[src/two_wire_pkg.sv]
// Constants for the master two-wire serial controller
package two_wire_pkg;
    // Register indices; byte address is four times the index
    localparam logic [7:0]  IDX_CTRL   = 8'he1;
    localparam logic [7:0]  IDX_DATA   = 8'he2;
    localparam logic [7:0]  IDX_STAT   = 8'hf0;
    localparam logic [7:0]  IDX_MASK   = 8'hf1;
    localparam int unsigned ADDR_W     = 12;
    localparam logic [11:0] A_CTRL     = 12'(IDX_CTRL * 4);
    localparam logic [11:0] A_DATA     = 12'(IDX_DATA * 4);
    localparam logic [11:0] A_STAT     = 12'(IDX_STAT * 4);
    localparam logic [11:0] A_MASK     = 12'(IDX_MASK * 4);
    // Control register fields
    localparam int unsigned B_EN       = 7;
    localparam int unsigned B_ACKO     = 6;
    localparam int unsigned B_FLAG     = 5;
    localparam int unsigned B_ACKR     = 4;
    localparam int unsigned B_STOP     = 2;
    localparam int unsigned B_DIV_HI   = 1;
    localparam logic [7:0]  CTRL_RST   = 8'h04;
    localparam logic [7:0]  DATA_RST   = 8'h00;
    // Last count of one quarter of a bus clock period per divisor
    localparam logic [5:0]  QTR_DIV4   = 6'h00;
    localparam logic [5:0]  QTR_DIV16  = 6'h03;
    localparam logic [5:0]  QTR_DIV64  = 6'h0f;
    localparam logic [5:0]  QTR_DIV256 = 6'h3f;
    // Bit sequencing
    localparam logic [3:0]  ACK_SLOT   = 4'h8;
    localparam logic [1:0]  PH_HIGH    = 2'h2;
    localparam logic [1:0]  PH_LAST    = 2'h3;
    // Bus answers
    localparam logic [1:0]  RESP_OKAY  = 2'h0;
    localparam logic [1:0]  RESP_SLV   = 2'h2;
    // Controller states
    typedef enum logic [2:0] {S_IDLE, S_START, S_WAIT, S_XFER, S_STOP} state_t;
endpackage

[src/master_two_wire_controller.sv]
// Master two-wire serial controller with AXI4-Lite register access
//
// Contract
// RQ1: Controller acts only while enable bit set
// RQ2: Received byte acknowledged with ack_to_send value
// RQ3: Byte completion sets byte_done_flag
// RQ4: Writing zero clears byte_done_flag, else sticky
// RQ5: Slave acknowledge reported, zero ACK one NACK
// RQ6: Stop bit at position 2 resets to one
// RQ7: Bus clock is system clock divided 4..256
// RQ8: Data write after start resumes transmission
// RQ9: Data read after start resumes reception
// RQ10: Slaves follow standard two-wire protocol
//
// Our own choice: the AXI4-Lite register port.
`timescale 1ns/100ps
module master_two_wire_controller
    import two_wire_pkg::*;
(
    // Clock and reset
    input  wire logic              clk_sys,
    input  wire logic              resetn,
    // AXI4-Lite write channels
    input  wire logic [ADDR_W-1:0] awaddr,
    input  wire logic              awvalid,
    output logic                   awready,
    input  wire logic [31:0]       wdata,
    input  wire logic [3:0]        wstrb,
    input  wire logic              wvalid,
    output logic                   wready,
    output logic [1:0]             bresp,
    output logic                   bvalid,
    input  wire logic              bready,
    // AXI4-Lite read channels
    input  wire logic [ADDR_W-1:0] araddr,
    input  wire logic              arvalid,
    output logic                   arready,
    output logic [31:0]            rdata,
    output logic [1:0]             rresp,
    output logic                   rvalid,
    input  wire logic              rready,
    // Open-drain bus lines, enable high pulls low
    output logic                   scl_oe,
    input  wire logic              sda_i,
    output logic                   sda_oe,
    // Interrupt
    output logic                   irq
);
    state_t      state_q, state_d;     // Bus sequencer state
    logic [5:0]  cnt_q, cnt_d;         // Quarter period counter
    logic [1:0]  phase_q, phase_d;     // Quarter within a bit
    logic [3:0]  bit_q, bit_d;         // Bit slot, eight is acknowledge
    logic        tx_q, tx_d;           // Byte direction, one transmits
    logic [7:0]  shift_q, shift_d;     // Data shift register
    logic        en_q, en_d;           // Controller enable
    logic        acko_q, acko_d;       // Acknowledge to send
    logic        flag_q, flag_d;       // Byte done flag
    logic        ackr_q, ackr_d;       // Acknowledge received
    logic        stop_q, stop_d;       // Stop condition bit
    logic [1:0]  div_q, div_d;         // Bus clock divisor select
    logic        stat_q, stat_d;       // Sticky interrupt status
    logic        mask_q, mask_d;       // Interrupt mask
    logic        scl_q, scl_d;         // Clock line pull-down
    logic        sda_q, sda_d;         // Data line pull-down
    logic        aw_q, aw_d;           // Write address held
    logic        w_q, w_d;             // Write data held
    logic [11:0] wa_q, wa_d;           // Held write address
    logic [7:0]  wd_q, wd_d;           // Held write data low byte
    logic        ws_q, ws_d;           // Held low byte strobe
    logic        bv_q, bv_d;           // Write response valid
    logic [1:0]  br_q, br_d;           // Write response code
    logic        rv_q, rv_d;           // Read response valid
    logic [7:0]  rd_q, rd_d;           // Read data
    logic [1:0]  rr_q, rr_d;           // Read response code
    logic [5:0]  qlast;                // Last count of a quarter
    logic        tick;                 // Quarter boundary
    logic        wr_go;                // Held write performed
    logic        rd_go;                // Read address taken
    logic        bit_end;              // End of one bit slot

    // Handshake outputs and derived strobes
    always_comb
    begin
        awready = !aw_q && !bv_q;
        wready  = !w_q && !bv_q;
        arready = !rv_q;
        wr_go   = aw_q && w_q && !bv_q;
        rd_go   = arvalid && !rv_q;
        case (div_q)
            2'h0:    qlast = QTR_DIV4;
            2'h1:    qlast = QTR_DIV16;
            2'h2:    qlast = QTR_DIV64;
            default: qlast = QTR_DIV256;
        endcase
        tick    = (cnt_q == qlast); // RQ7
        bit_end = tick && (phase_q == PH_LAST);
    end

    // Next values of bus slave, registers and sequencer
    always_comb
    begin
        state_d = state_q;
        cnt_d   = cnt_q;
        phase_d = phase_q;
        bit_d   = bit_q;
        tx_d    = tx_q;
        shift_d = shift_q;
        en_d    = en_q;
        acko_d  = acko_q;
        flag_d  = flag_q;
        ackr_d  = ackr_q;
        stop_d  = stop_q;
        div_d   = div_q;
        stat_d  = stat_q;
        mask_d  = mask_q;
        aw_d    = aw_q || (awvalid && awready);
        w_d     = w_q || (wvalid && wready);
        wa_d    = (awvalid && awready) ? awaddr : wa_q;
        wd_d    = (wvalid && wready) ? wdata[7:0] : wd_q;
        ws_d    = (wvalid && wready) ? wstrb[0] : ws_q;
        bv_d    = bv_q && !bready;
        br_d    = br_q;
        rv_d    = rv_q && !rready;
        rd_d    = rd_q;
        rr_d    = rr_q;
        // Quarter timing runs only in start, transfer and stop
        if (state_q == S_IDLE || state_q == S_WAIT)
        begin
            cnt_d   = '0;
            phase_d = '0;
        end
        else if (tick)
        begin
            cnt_d   = '0;
            phase_d = phase_q + 2'h1;
        end
        else
        begin
            cnt_d = cnt_q + 6'h01;
        end
        // Register writes take effect once address and data are held
        if (wr_go)
        begin
            aw_d = 1'b0;
            w_d  = 1'b0;
            bv_d = 1'b1;
            br_d = RESP_OKAY;
            if (wa_q == A_CTRL && ws_q)
            begin
                en_d   = wd_q[B_EN];
                acko_d = wd_q[B_ACKO];
                stop_d = wd_q[B_STOP];
                div_d  = wd_q[B_DIV_HI:0];
                if (!wd_q[B_FLAG])
                    flag_d = 1'b0; // RQ4
                // Clearing stop while idle and already enabled opens a frame
                if (state_q == S_IDLE && en_q && !wd_q[B_STOP])
                    state_d = S_START;
                // Setting stop between bytes closes the frame
                if (state_q == S_WAIT && wd_q[B_STOP])
                    state_d = S_STOP;
            end
            else if (wa_q == A_DATA && ws_q)
            begin
                if (state_q != S_XFER)
                    shift_d = wd_q;
                if (state_q == S_WAIT)
                begin
                    state_d = S_XFER; // RQ8
                    tx_d    = 1'b1;
                    bit_d   = '0;
                end
            end
            else if (wa_q == A_MASK && ws_q)
            begin
                mask_d = wd_q[0];
            end
            else if (wa_q != A_CTRL && wa_q != A_DATA && wa_q != A_STAT && wa_q != A_MASK)
            begin
                br_d = RESP_SLV;
            end
        end
        // Register reads, some with side effects
        if (rd_go)
        begin
            rv_d = 1'b1;
            rr_d = RESP_OKAY;
            rd_d = '0;
            case (araddr)
                A_CTRL:  rd_d = {en_q, acko_q, flag_q, ackr_q, 1'b0, stop_q, div_q}; // RQ6
                A_DATA:
                begin
                    rd_d = shift_q;
                    if (state_q == S_WAIT)
                    begin
                        state_d = S_XFER; // RQ9
                        tx_d    = 1'b0;
                        bit_d   = '0;
                    end
                end
                A_STAT:
                begin
                    rd_d   = {7'h00, stat_q};
                    stat_d = 1'b0;
                end
                A_MASK:  rd_d = {7'h00, mask_q};
                default: rr_d = RESP_SLV;
            endcase
        end
        // Frame sequencing at the end of each bit slot
        if (bit_end)
        begin
            case (state_q)
                S_START: state_d = S_WAIT;
                S_STOP:  state_d = S_IDLE;
                S_XFER:
                begin
                    if (bit_q != ACK_SLOT)
                    begin
                        shift_d = {shift_q[6:0], sda_i};
                        bit_d   = bit_q + 4'h1;
                    end
                    else
                    begin
                        if (tx_q)
                            ackr_d = sda_i; // RQ5
                        flag_d  = 1'b1;     // RQ3
                        stat_d  = 1'b1;
                        bit_d   = '0;
                        state_d = S_WAIT;
                    end
                end
                default: state_d = state_q;
            endcase
        end
        // A disabled controller leaves the bus alone
        if (!en_q)
            state_d = S_IDLE; // RQ1
        // Line drive, one clock behind the sequencer
        scl_d = 1'b0;
        sda_d = 1'b0;
        case (state_q)
            S_IDLE:  sda_d = 1'b0;
            S_START: sda_d = (phase_q >= PH_HIGH);
            S_WAIT:
            begin
                scl_d = 1'b1;
                sda_d = sda_q;
            end
            S_XFER:
            begin
                scl_d = (phase_q < PH_HIGH);
                if (phase_q == 2'h0)
                    sda_d = sda_q;
                else if (bit_q != ACK_SLOT)
                    sda_d = tx_q && !shift_q[7];
                else
                    sda_d = !tx_q && !acko_q; // RQ2
            end
            S_STOP:
            begin
                scl_d = (phase_q < PH_HIGH);
                sda_d = (phase_q != PH_LAST);
            end
            default: sda_d = 1'b0;
        endcase
    end

    // State registers
    always_ff @(posedge clk_sys)
    begin
        if (!resetn)
        begin
            state_q <= S_IDLE;
            cnt_q   <= '0;
            phase_q <= '0;
            bit_q   <= '0;
            tx_q    <= 1'b0;
            shift_q <= DATA_RST;
            en_q    <= CTRL_RST[B_EN];
            acko_q  <= CTRL_RST[B_ACKO];
            flag_q  <= CTRL_RST[B_FLAG];
            ackr_q  <= CTRL_RST[B_ACKR];
            stop_q  <= CTRL_RST[B_STOP]; // RQ6
            div_q   <= CTRL_RST[B_DIV_HI:0];
            stat_q  <= 1'b0;
            mask_q  <= 1'b0;
            scl_q   <= 1'b0;
            sda_q   <= 1'b0;
            aw_q    <= 1'b0;
            w_q     <= 1'b0;
            wa_q    <= '0;
            wd_q    <= '0;
            ws_q    <= 1'b0;
            bv_q    <= 1'b0;
            br_q    <= RESP_OKAY;
            rv_q    <= 1'b0;
            rd_q    <= '0;
            rr_q    <= RESP_OKAY;
        end
        else
        begin
            state_q <= state_d;
            cnt_q   <= cnt_d;
            phase_q <= phase_d;
            bit_q   <= bit_d;
            tx_q    <= tx_d;
            shift_q <= shift_d;
            en_q    <= en_d;
            acko_q  <= acko_d;
            flag_q  <= flag_d;
            ackr_q  <= ackr_d;
            stop_q  <= stop_d;
            div_q   <= div_d;
            stat_q  <= stat_d;
            mask_q  <= mask_d;
            scl_q   <= scl_d;
            sda_q   <= sda_d;
            aw_q    <= aw_d;
            w_q     <= w_d;
            wa_q    <= wa_d;
            wd_q    <= wd_d;
            ws_q    <= ws_d;
            bv_q    <= bv_d;
            br_q    <= br_d;
            rv_q    <= rv_d;
            rd_q    <= rd_d;
            rr_q    <= rr_d;
        end
    end

    // Output wiring
    assign bvalid = bv_q;
    assign bresp  = br_q;
    assign rvalid = rv_q;
    assign rresp  = rr_q;
    assign rdata  = {24'h000000, rd_q};
    assign scl_oe = scl_q;
    assign sda_oe = sda_q;
    assign irq    = stat_q && mask_q;
endmodule

[config.mk]
export PLATFORM = sky130hd
export DESIGN_NAME = master_two_wire_controller
export DESIGN_NICKNAME = d
export VERILOG_FILES = /design/src/two_wire_pkg.sv /design/src/master_two_wire_controller.sv
export SDC_FILE = /design/constraint.sdc
export NUM_CORES = 1
export LEC_CHECK = 0
export BUFFER_PORTS_ARGS = -buffer_cell sky130_fd_sc_hd__buf_2
export CAP_MARGIN = 40
export CORE_MARGIN = 3
export CORE_UTILIZATION = 35
export CTS_BUF_LIST = sky130_fd_sc_hd__clkbuf_4
export DETAILED_ROUTE_END_ITERATION = 16
export PLACE_DENSITY_LB_ADDON = 0.05
export SLEW_MARGIN = 20
export SYNTH_ARGS = -nofsm -noshare
export SYNTH_HDL_FRONTEND = slang
export SYNTH_SLANG_ARGS = --single-unit
[constraint.sdc]
create_clock -name clk_sys -period 2 [get_ports clk_sys]
set_input_delay 0 -clock clk_sys [delete_from_list [all_inputs] [get_ports clk_sys]]
set_output_delay 0 -clock clk_sys [all_outputs]
set_load 0.01 [all_outputs]
==> impl_metrics.yaml, run 1 <==
yosys:
  synth_edf_count: 0
  async_reset_ff_frac: 0
  synth.most_common_cell: "nand2_1"
  synthDistinctLibCells: 52
  yosys_register_bits: 70
  yosysSeqAreaShare: 0.415
  synth_top_area_cell: "dfxtp_1"
  synth_area_leaders: "dfxtp_1 (41%), nand2_1 (8.2%), a21oi_1 (6.8%), buf_4 (5.8%), mux2i_1 (3.3%)"
  synth_warnings: 0
  syn_area_per_cell_um2: 8.20
  synth_cells: 412
  synth_commonest_cells: "nand2_1 (74), dfxtp_1 (70), a21oi_1 (46), nor2_1 (29), buf_4 (26)"
  synth-main-ff-cell: "dfxtp_1"
  netlist_area_mm2: 0.00338
  synth_top_area_frac: 0.415
worst_setup_path:
  crit_slowest_cell: "or4_4"
  cp-start-kind: "flop"
  path_max_fanout: 7
  worstSetupPathType: "reg2reg"
  end_kind: "flop"
  critPathMaxStageDelay_ns: 0.54
  path_cells: "or4_4 -> nor4_4 -> buf_6 -> nand2_4 -> a2111o_1 -> nor3b_1"
  critPathRequiredTime_ns: 2.32
  cp.arrival_ns: 2.22
  r2r_setup_slack_ns: 0.10
power:
  total_leakage_power_nw: 1.79
  power_per_cell_area_mw_per_mm2: 683
  vdd_drop_max_mv: 0.388
  clockPowerShare: 0.402
  p_sw_uw: 701
  p_int_mw: 2.20
  sw_frac_of_total: 0.241
  seqPwrFrac: 0.504
  pwr-share-comb: 0.093
  p_total_mw: 2.90
placement:
  hpwl_um: 5880
  portBuffers: 58
  dp.cells: 594
  place.gp.congestion: 0.790
grt:
  grt_usage: 0.156
  grt_pass1_vias: 2838
  antenna_found_initial: 0
  grt_max_degree: 39
  grt_pass1_wl_um: 13600
  gr-total-overflow: 0
sta:
  timing.hold.ws_ns: 0.0341
  setup-violations-final: 0
  worst_slew_pin_slew_ns: 0.502
  finalSetupTns_ns: 0
  fmax_mhz: 527
  rsz0062_at_grt: "false"
  layout_min_cycle_time_ns: 1.90
  relSlewSlack: 0.662
  finalHoldViolCount: 0
  period_share: 0.949
  fin_skew_ns: 0.00905
  slew_violations: 0
layout:
  drive_gt1_frac: 0.200
  n_fill_cell: 950
  syn2layout_area_growth_pct: 25.9
  diodes: 0
  stdcell_count: 639
  nets: 579
  regArea_mm2: 0.00140
  final_util: 0.456
  multiInputGateArea_mm2: 0.00178
routing:
  first_pass_iters: 4
  ant_nets: 0
  drt_iter0_drc: 127
  drc: 0
  vias_per_cell: 4.70
  wl_um: 8250
  num_vias: 3002
  wire_per_inst_um: 12.9
hold_path:
  hold_class: "in2reg"
floorplan:
  initial_core_util: 0.362
  coreArea_mm2: 0.00933
  die_area_mm2: 0.0109
  die-width_um: 104
  rows: 35
  die_y_um: 104
  pin_count: 112
clock_tree:
  cts_max_level: 3
  cts_buffers: 9
  path_clk_slew_ns: 0.12
  clkSinkCount: 70
  cts_tree: "yes"
  cts-root-buf: "clkbuf_4"
  clk_latency_ns: 0.42
  cts_setup_buffers: 0
  clockBufferDepth: 2
outcome:
  status: "complete, no violations"
run:
  drv_cap: 0
power by group through the flow:
stage                     clock network (mW)  logic, mW  registers, mW
after floorplan                            0      0.184           1.49
after global routing                    1.25      0.308           1.47
after detailed placement                   0      0.229           1.50
after CTS                               1.21      0.273           1.46
after global placement                     0      0.227           1.50
final                                   1.17      0.271           1.46
critical path, delay by kind of cell (launching register included):
kind | cells | cell delay (ns)
and+or+nand+nor | 4 | 0.90
buffers and inverters | 1 | 0.17
AOI/OAI and AO/OA | 1 | 0.39
DFF | 1 | 0.33
sequential cells by signal (all words and copies together) (netlist names), 2 cells and up:
register,cells
rd_q,8
div_q,2
shift_q,8
wa_q,12
wd_q,8
bit_q,4
cnt_q,6
state_q,3
phase_q,2
worst paths after layout:
kind	startpoint	end	cells after the start
setup / recovery	wa_q[11]$_SDFFE_PN0P_	state_q[1]$_SDFFE_PN0P_	6
hold / removal	araddr[3]	stat_q$_SDFF_PN0_	5
setup reg to reg	wa_q[11]$_SDFFE_PN0P_	state_q[1]$_SDFFE_PN0P_	6
hold reg to reg	rd_q[7]$_SDFFE_PN0P_	rd_q[7]$_SDFFE_PN0P_	2
layout by cell type, fill, tap and decap left out, types with 3 or more instances in the layout:
cell,synthesis,routed
buf_4,26,12
nor2b_1,5,5
o31ai_1,4,4
mux2i_1,11,11
bufinv_16,0,3
or2_2,3,3
a21o_1,3,3
a21oi_1,46,46
inv_1,12,12
ha_1,6,6
nor3_1,6,6
a211oi_1,4,4
clkbuf_4,0,10
nor2_1,29,29
xor2_1,3,3
nand2b_1,4,4
o21ai_0,20,20
and2_1,7,7
a22oi_1,7,7
a41oi_1,3,3
dfxtp_1,70,70
conb_1,1,26
and3_1,4,4
nand3_1,5,5
nand2_1,74,74
nand4_1,5,5
xnor2_1,3,3
and3b_1,3,3
dlygate4sd3_1,0,29
buf_2,1,58
area by class of cell:
class | instances | share of cell area
multi-input cells | 312 | 0.418
clock inverters | 6 | 0.0259
inverters | 12 | 0.0106
flip-flops and latches | 70 | 0.330
clock buffers | 10 | 0.0177
well taps | 129 | 0.0380
repair buffers | 100 | 0.160
per-layer routing:
layer  routed length [µm]  vias up  global-route usage
li1                     -     1562                   -
met1                 3890     1364               0.200
met2                 3860       64               0.252
met3                  366       12              0.0428
met4                  132        0              0.0522
met5                    0        -                   0
metrics by stage:
stage,cell area [µm²],worst slack [ns]
after floorplan,3470,0.103
after global placement,3760,0.111
after detailed placement,3760,0.0966
after CTS,4240,0.0682
after global routing,4250,0.0123
final,4250,0.102
timing repair:
action,4_1_cts,5_1_grt
gates resized for setup,0,3
hold buffers,29,0
hold endpoints to repair,36,0
setup endpoints to repair,0,9
logic make-up after synthesis:
kind of cell	count (synthesis)	share of synthesized area
and+or+nand+nor	161	0.238
AOI/OAI and AO/OA	101	0.182
DFF	70	0.415
buffers and inverters	55	0.0904
muxes	12	0.0359
adders and majority gates	6	0.0222
xor gates and xnor gates	6	0.0156
other	1	0.00111
Note: power is estimated with default switching activity, not from simulation.
==> run 2, diff against run 1 <==
--- a/config.mk
+++ b/config.mk
@@ -11,7 +11,8 @@
 export CORE_UTILIZATION = 35
 export CTS_BUF_LIST = sky130_fd_sc_hd__clkbuf_4
 export DETAILED_ROUTE_END_ITERATION = 16
-export PLACE_DENSITY_LB_ADDON = 0.05
+export GPL_ROUTABILITY_DRIVEN = 1
+export PLACE_DENSITY = 0.72
 export SLEW_MARGIN = 20
 export SYNTH_ARGS = -nofsm -noshare
 export SYNTH_HDL_FRONTEND = slang
==> constraint.sdc (replaced) <==
create_clock -name clk_sys -period 2 [get_ports clk_sys]
set_input_delay 0.4 -clock clk_sys [delete_from_list [all_inputs] [get_ports clk_sys]]
set_output_delay 0.4 -clock clk_sys [all_outputs]
set_load 0.01 [all_outputs]
==> run 2 against run 1 <==
Global-route usage decreased by 1.6 points. Via count decreased by 0.60%. Sequential power about the same. Critical endpoint is now shift_q[1]$_SDFF_PN0_. Sequential share of layout area increased by 2.7 points. Register-to-register slack got worse by 0.08 ns. Utilization decreased by 3.4 points. Die area unchanged.
==> impl_metrics.yaml, run 2 (synthesis gave the netlist of run 1 again) <==
sta:
  period_share: 0.989
  fin_ws_ns: 0.0227
  relSlewSlack: 0.661
  timing.hold.ws_ns: 0.143
  fmax_mhz: 506
  fin_skew_ns: 0.00863
  rsz0062_at_grt: "true"
  worst_slew_pin_slew_ns: 0.507
  setup-violations-final: 0
  finalHoldViolCount: 0
  layout_min_cycle_time_ns: 1.98
  slew_violations: 0
placement:
  place.gp.congestion: 0.812
  hpwl_um: 5790
  dp.cells: 593
  post-place-ws_ns: -0.0428
  place_area_mm2: 0.00375
  portBuffers: 58
worst_setup_path:
  worstSetupPathType: "reg2reg"
  path_max_fanout: 8
  critPathTopFamily: "simple AND/OR/NAND/NOR gates"
  cp-start-kind: "flop"
  r2r_setup_slack_ns: 0.02
  worst-r2r-cell-count: 7
  critPathRequiredTime_ns: 2.33
  cp_num_buf_inv: 2
  cp.arrival_ns: 2.31
  crit_slowest_cell: "or4_4"
  r2r_end: "shift_q[1]$_SDFF_PN0_"
  cp_common_cell: "buf_4"
  path_cells: "or4_4 -> nor4_4 -> buf_4 -> buf_4 -> nand3_4 -> mux2i_1 -> a21oi_1"
  end_kind: "flop"
  r2r_start: "wa_q[11]$_SDFFE_PN0P_"
  critPathMaxStageDelay_ns: 0.54
grt:
  gr-total-overflow: 0
  grt_usage: 0.140
  grt_pass1_wl_um: 12500
  antenna_found_initial: 0
  grt_max_degree: 39
  grt_pass1_vias: 2713
routing:
  ant_nets: 0
  wire_per_inst_um: 12.5
  drc: 0
  first_pass_iters: 4
  drt_iter0_drc: 225
  num_vias: 2984
  vias_per_cell: 4.88
  wl_um: 7640
layout:
  diodes: 0
  stdcell_count: 612
  largest_reg_flops: 12
  nets: 552
  fin_area_mm2: 0.00393
  final_common_cell: "nand2_1"
  syn2layout_area_growth_pct: 16.4
  n_fill_cell: 954
  drive_gt1_frac: 0.217
  final_cell_mix: "nand2_1 (74), dfxtp_1 (70), buf_2 (58)"
  regMostFlops: "wa_q"
run:
  drv_cap: 0
hold_path:
  worstHoldStart: "rready"
  holdPathStages: 2
  hold_class: "in2reg"
  whs_endpoint: "rvalid$_SDFF_PN0_"
outcome:
  status: "complete, no violations"
clock_tree:
  clockBufferDepth: 2
  cts_buffers: 9
  clk_latency_ns: 0.43
  cts_tree: "yes"
  clkSinkCount: 70
  path_clk_slew_ns: 0.12
  cts-root-buf: "clkbuf_4"
  cts_max_level: 3
floorplan:
  pin_count: 112
  initial_core_util: 0.362
  coreArea_mm2: 0.00933
  die_area_mm2: 0.0109
  rows: 35
  die-width_um: 104
  die_y_um: 104
power:
  total_leakage_power_nw: 1.66
  vdd_drop_max_mv: 0.406
  power_per_cell_area_mw_per_mm2: 662
==> run 2: cell count changes in the layout (fill, tap and decap cells not counted) <==
| cell | change |
|---|---|
| clkinv_1 | -1 |
| buf_4 | +3 |
| buf_6 | -1 |
| o21ai_0 | -1 |
| clkinv_4 | +1 |
| bufinv_16 | -2 |
| and2_2 | -1 |
| dlygate4sd3_1 | -29 |
| clkbuf_4 | -1 |
| o21ai_1 | +1 |
| clkinv_2 | +2 |
| inv_6 | +1 |
| and2_4 | +1 |
==> run 2: cell type report <==
cell class	instances	area [µm²]	area share
Inverter	12	45.0	0.0115
Clock inverter	7	73.8	0.0188
Sequential cell	70	1400	0.356
Multi-Input combinational cell	312	1780	0.453
Timing Repair Buffer	73	403	0.102
Clock buffer	9	67.6	0.0172
Tap cell	129	161	0.0411
==> run 2: power breakdown <==
part           internal (mW)  switching (mW)
clock                  0.384           0.526
sequential              1.43          0.0317
combinational         0.0883           0.139
total                   1.91           0.696
==> run 2: repair_timing <==
action / 4_1_cts / 5_1_grt
setup buffers: 0 / 3
resized for setup: 1 / 3
hold buffers: 0 / 0
setup endpoints to repair: 1 / 11
pin swaps: 0 / 5
==> run 2: worst max path at each step <==
| stage | slack [ns] | to | start | depth (start not counted) |
|---|---|---|---|---|
| after detailed placement | -0.04 | state_q[1]$_SDFFE_PN0P_ | araddr[1] | 6 |
| after CTS | 0.03 | bit_q[3]$_SDFF_PN0_ | wa_q[11]$_SDFFE_PN0P_ | 6 |
| after floorplan | 0.10 | state_q[1]$_SDFFE_PN0P_ | wa_q[11]$_SDFFE_PN0P_ | 5 |
| after global routing | -0.07 | shift_q[5]$_SDFF_PN0_ | wa_q[11]$_SDFFE_PN0P_ | 7 |
| final | 0.02 | shift_q[1]$_SDFF_PN0_ | wa_q[11]$_SDFFE_PN0P_ | 7 |
| after global placement | 0.02 | bit_q[3]$_SDFF_PN0_ | araddr[1] | 6 |
==> run 2: layer usage <==
layer | track usage | vias to the layer above | part of all wire
met5 | 0 | - | 0
met4 | 0.0598 | 0 | 0.012
li1 | - | 1512 | -
met2 | 0.234 | 84 | 0.49
met1 | 0.174 | 1380 | 0.44
met3 | 0.0304 | 8 | 0.056
==> run 2: worst register-to-register path, cell delays in order (launching register included) <==
cell and delay, ns:
dfxtp_1 0.33, or4_4 0.54, nor4_4 0.26, buf_4 0.20, buf_4 0.12, nand3_4 0.15
mux2i_1 0.20, a21oi_1 0.08
==> run 2: through the flow <==
step	TNS [ns]	power, mW	utilization
final	0	2.60	0.421
after global routing	-0.257	2.73	0.421
after CTS	0	2.64	0.418
after detailed placement	-0.0505	1.72	0.402
after global placement	0	1.71	0.402
after floorplan	0	1.67	-
==> run 3, diff against run 2 <==
--- a/config.mk
+++ b/config.mk
@@ -13,6 +13,7 @@
 export DETAILED_ROUTE_END_ITERATION = 16
 export GPL_ROUTABILITY_DRIVEN = 1
 export PLACE_DENSITY = 0.72
+export SETUP_SLACK_MARGIN = 0.5
 export SLEW_MARGIN = 20
 export SYNTH_ARGS = -nofsm -noshare
 export SYNTH_HDL_FRONTEND = slang
==> run 3 against run 2 <==
Setup slack better by 0.12 ns. Via count decreased by 1.1%. Utilization grew 1.3 points. Clock power shrank 17%. Critical endpoint is now state_q[1]$_SDFFE_PN0P_. Largest power group unchanged.
==> impl_metrics.yaml, run 3 (synthesis gave the netlist of run 1 again) <==
grt:
  gr-total-overflow: 0
  grt_pass1_vias: 2732
  grt_pass1_wl_um: 12500
  grt_usage: 0.139
  grt_max_degree: 39
  antenna_found_initial: 0
layout:
  drive_gt1_frac: 0.276
  syn2layout_area_growth_pct: 20.0
  nets: 554
  n_fill_cell: 932
  final_common_cell: "nand2_1"
  diodes: 0
  largest_reg_flops: 12
  final_cell_mix: "nand2_1 (74), dfxtp_1 (60), buf_2 (58)"
  regMostFlops: "wa_q"
routing:
  num_vias: 2952
  vias_per_cell: 4.81
  first_pass_iters: 4
  ant_nets: 0
  drt_iter0_drc: 204
  wire_per_inst_um: 12.2
  wl_um: 7510
  drc: 0
sta:
  fmax_mhz: 538
  layout_min_cycle_time_ns: 1.86
  rsz0062_at_grt: "true"
  finalHoldViolCount: 0
  slew_violations: 0
  fin_skew_ns: 0.0115
  timing.hold.ws_ns: 0.180
  finalSetupTns_ns: 0
  setup-violations-final: 0
  period_share: 0.930
worst_setup_path:
  critPathRequiredTime_ns: 2.30
  worstSetupPathType: "reg2reg"
  path_max_fanout: 7
  crit_slowest_cell: "or4_4"
  path_cells: "or4_4 -> nor4_4 -> buf_12 -> nand2_4 -> a2111o_1 -> nor3b_1"
  critPathMaxStageDelay_ns: 0.54
  cp.arrival_ns: 2.16
  end_kind: "flop"
  cp-start-kind: "flop"
clock_tree:
  cts-root-buf: "clkbuf_4"
  cts_hold_buf: 0
  path_clk_slew_ns: 0.11
  cts_tree: "yes"
  cts_max_level: 3
  clk_latency_ns: 0.40
  cts_buffers: 9
  clkSinkCount: 70
  clockBufferDepth: 2
floorplan:
  die_area_mm2: 0.0109
  die-width_um: 104
  coreArea_mm2: 0.00933
  rows: 35
  initial_core_util: 0.362
  pin_count: 112
  die_y_um: 104
placement:
  hpwl_um: 5580
  portBuffers: 58
  place.gp.congestion: 0.835
hold_path:
  hold_class: "in2reg"
power:
  total_leakage_power_nw: 1.70
  power_per_cell_area_mw_per_mm2: 606
  vdd_drop_max_mv: 0.377
outcome:
  status: "complete, no violations"
run:
  drv_cap: 0
-- run 3: cell types whose count changed in the layout (fill, tap and decap cells not counted), moves of 3 or more --
cell,before,now
nor3_1,6,1
nor3_2,0,3
dfxtp_1,70,60
clkbuf_4,9,12
nor2_1,29,25
dfxtp_2,0,10
o21ai_1,1,4
o21ai_0,19,15
-- run 3: what timing repair did --
item	4_1_cts	5_1_grt
endpoints found under the setup margin	33	42
resized for setup	19	14
buffers inserted	6	1
pin swaps	5	18
-- run 3: path summary, 6_finish.rpt --
| kind | slack (ns) | from | cells past startpoint | to |
|---|---|---|---|---|
| worst max-delay path | 0.14 | wa_q[11]$_SDFFE_PN0P_ | 6 | state_q[1]$_SDFFE_PN0P_ |
| worst min-delay path | 0.18 | rready | 2 | rvalid$_SDFF_PN0_ |
| worst max register to register | 0.14 | wa_q[11]$_SDFFE_PN0P_ | 6 | state_q[1]$_SDFFE_PN0P_ |
| worst min register to register | 0.45 | rd_q[2]$_SDFFE_PN0P_ | 2 | rd_q[2]$_SDFFE_PN0P_ |
-- run 3: routing by layer --
layer	wire length, µm	share of wire	vias to the layer above	global-route usage
li1	-	-	1515	-
met1	3370	0.45	1352	0.180
met2	3710	0.49	77	0.227
met3	343	0.046	8	0.0242
met4	80	0.011	0	0.0608
met5	0	0	-	0
-- run 3: critical path: cells and delay by family, from the launching register on --
kind            cells  cell delay (ns)
simple gates        4             0.95
buf+inv             1             0.17
compound gates      1             0.31
flops               1             0.33
-- run 3: stage by stage --
stage                     cells  area, µm²  utilization  power [mW]  setup WS [ns]
after floorplan             437       3530            -        1.67          0.104
after global placement      591       3780        0.406        1.72         0.0348
after detailed placement    591       3780        0.406        1.73         0.0358
after CTS                   613       4010        0.430        2.48         0.0615
after global routing        614       4050        0.435        2.59         0.0331
final                       614       4050        0.435        2.45          0.141
-- run 3: area by class of cell --
type / instances / area, µm² / area share
multi-input cells: 312 / 1890 / 0.465
flip-flops and latches: 70 / 1410 / 0.349
repair buffers: 75 / 434 / 0.107
well taps: 129 / 161 / 0.0398
clock buffers: 12 / 90.1 / 0.0222
inverters: 12 / 45.0 / 0.0111
clock inverters: 4 / 23.8 / 0.00586
-- run 3: report_power, final --
| part | internal [mW] | switching, mW | leakage [nW] | total (mW) |
|---|---|---|---|---|
| Sequential | 1.43 | 0.0323 | 0.573 | 1.47 |
| Combinational | 0.0918 | 0.140 | 1.06 | 0.232 |
| Clock | 0.295 | 0.463 | 0.0711 | 0.758 |
| Total | 1.82 | 0.635 | 1.70 | 2.45 |
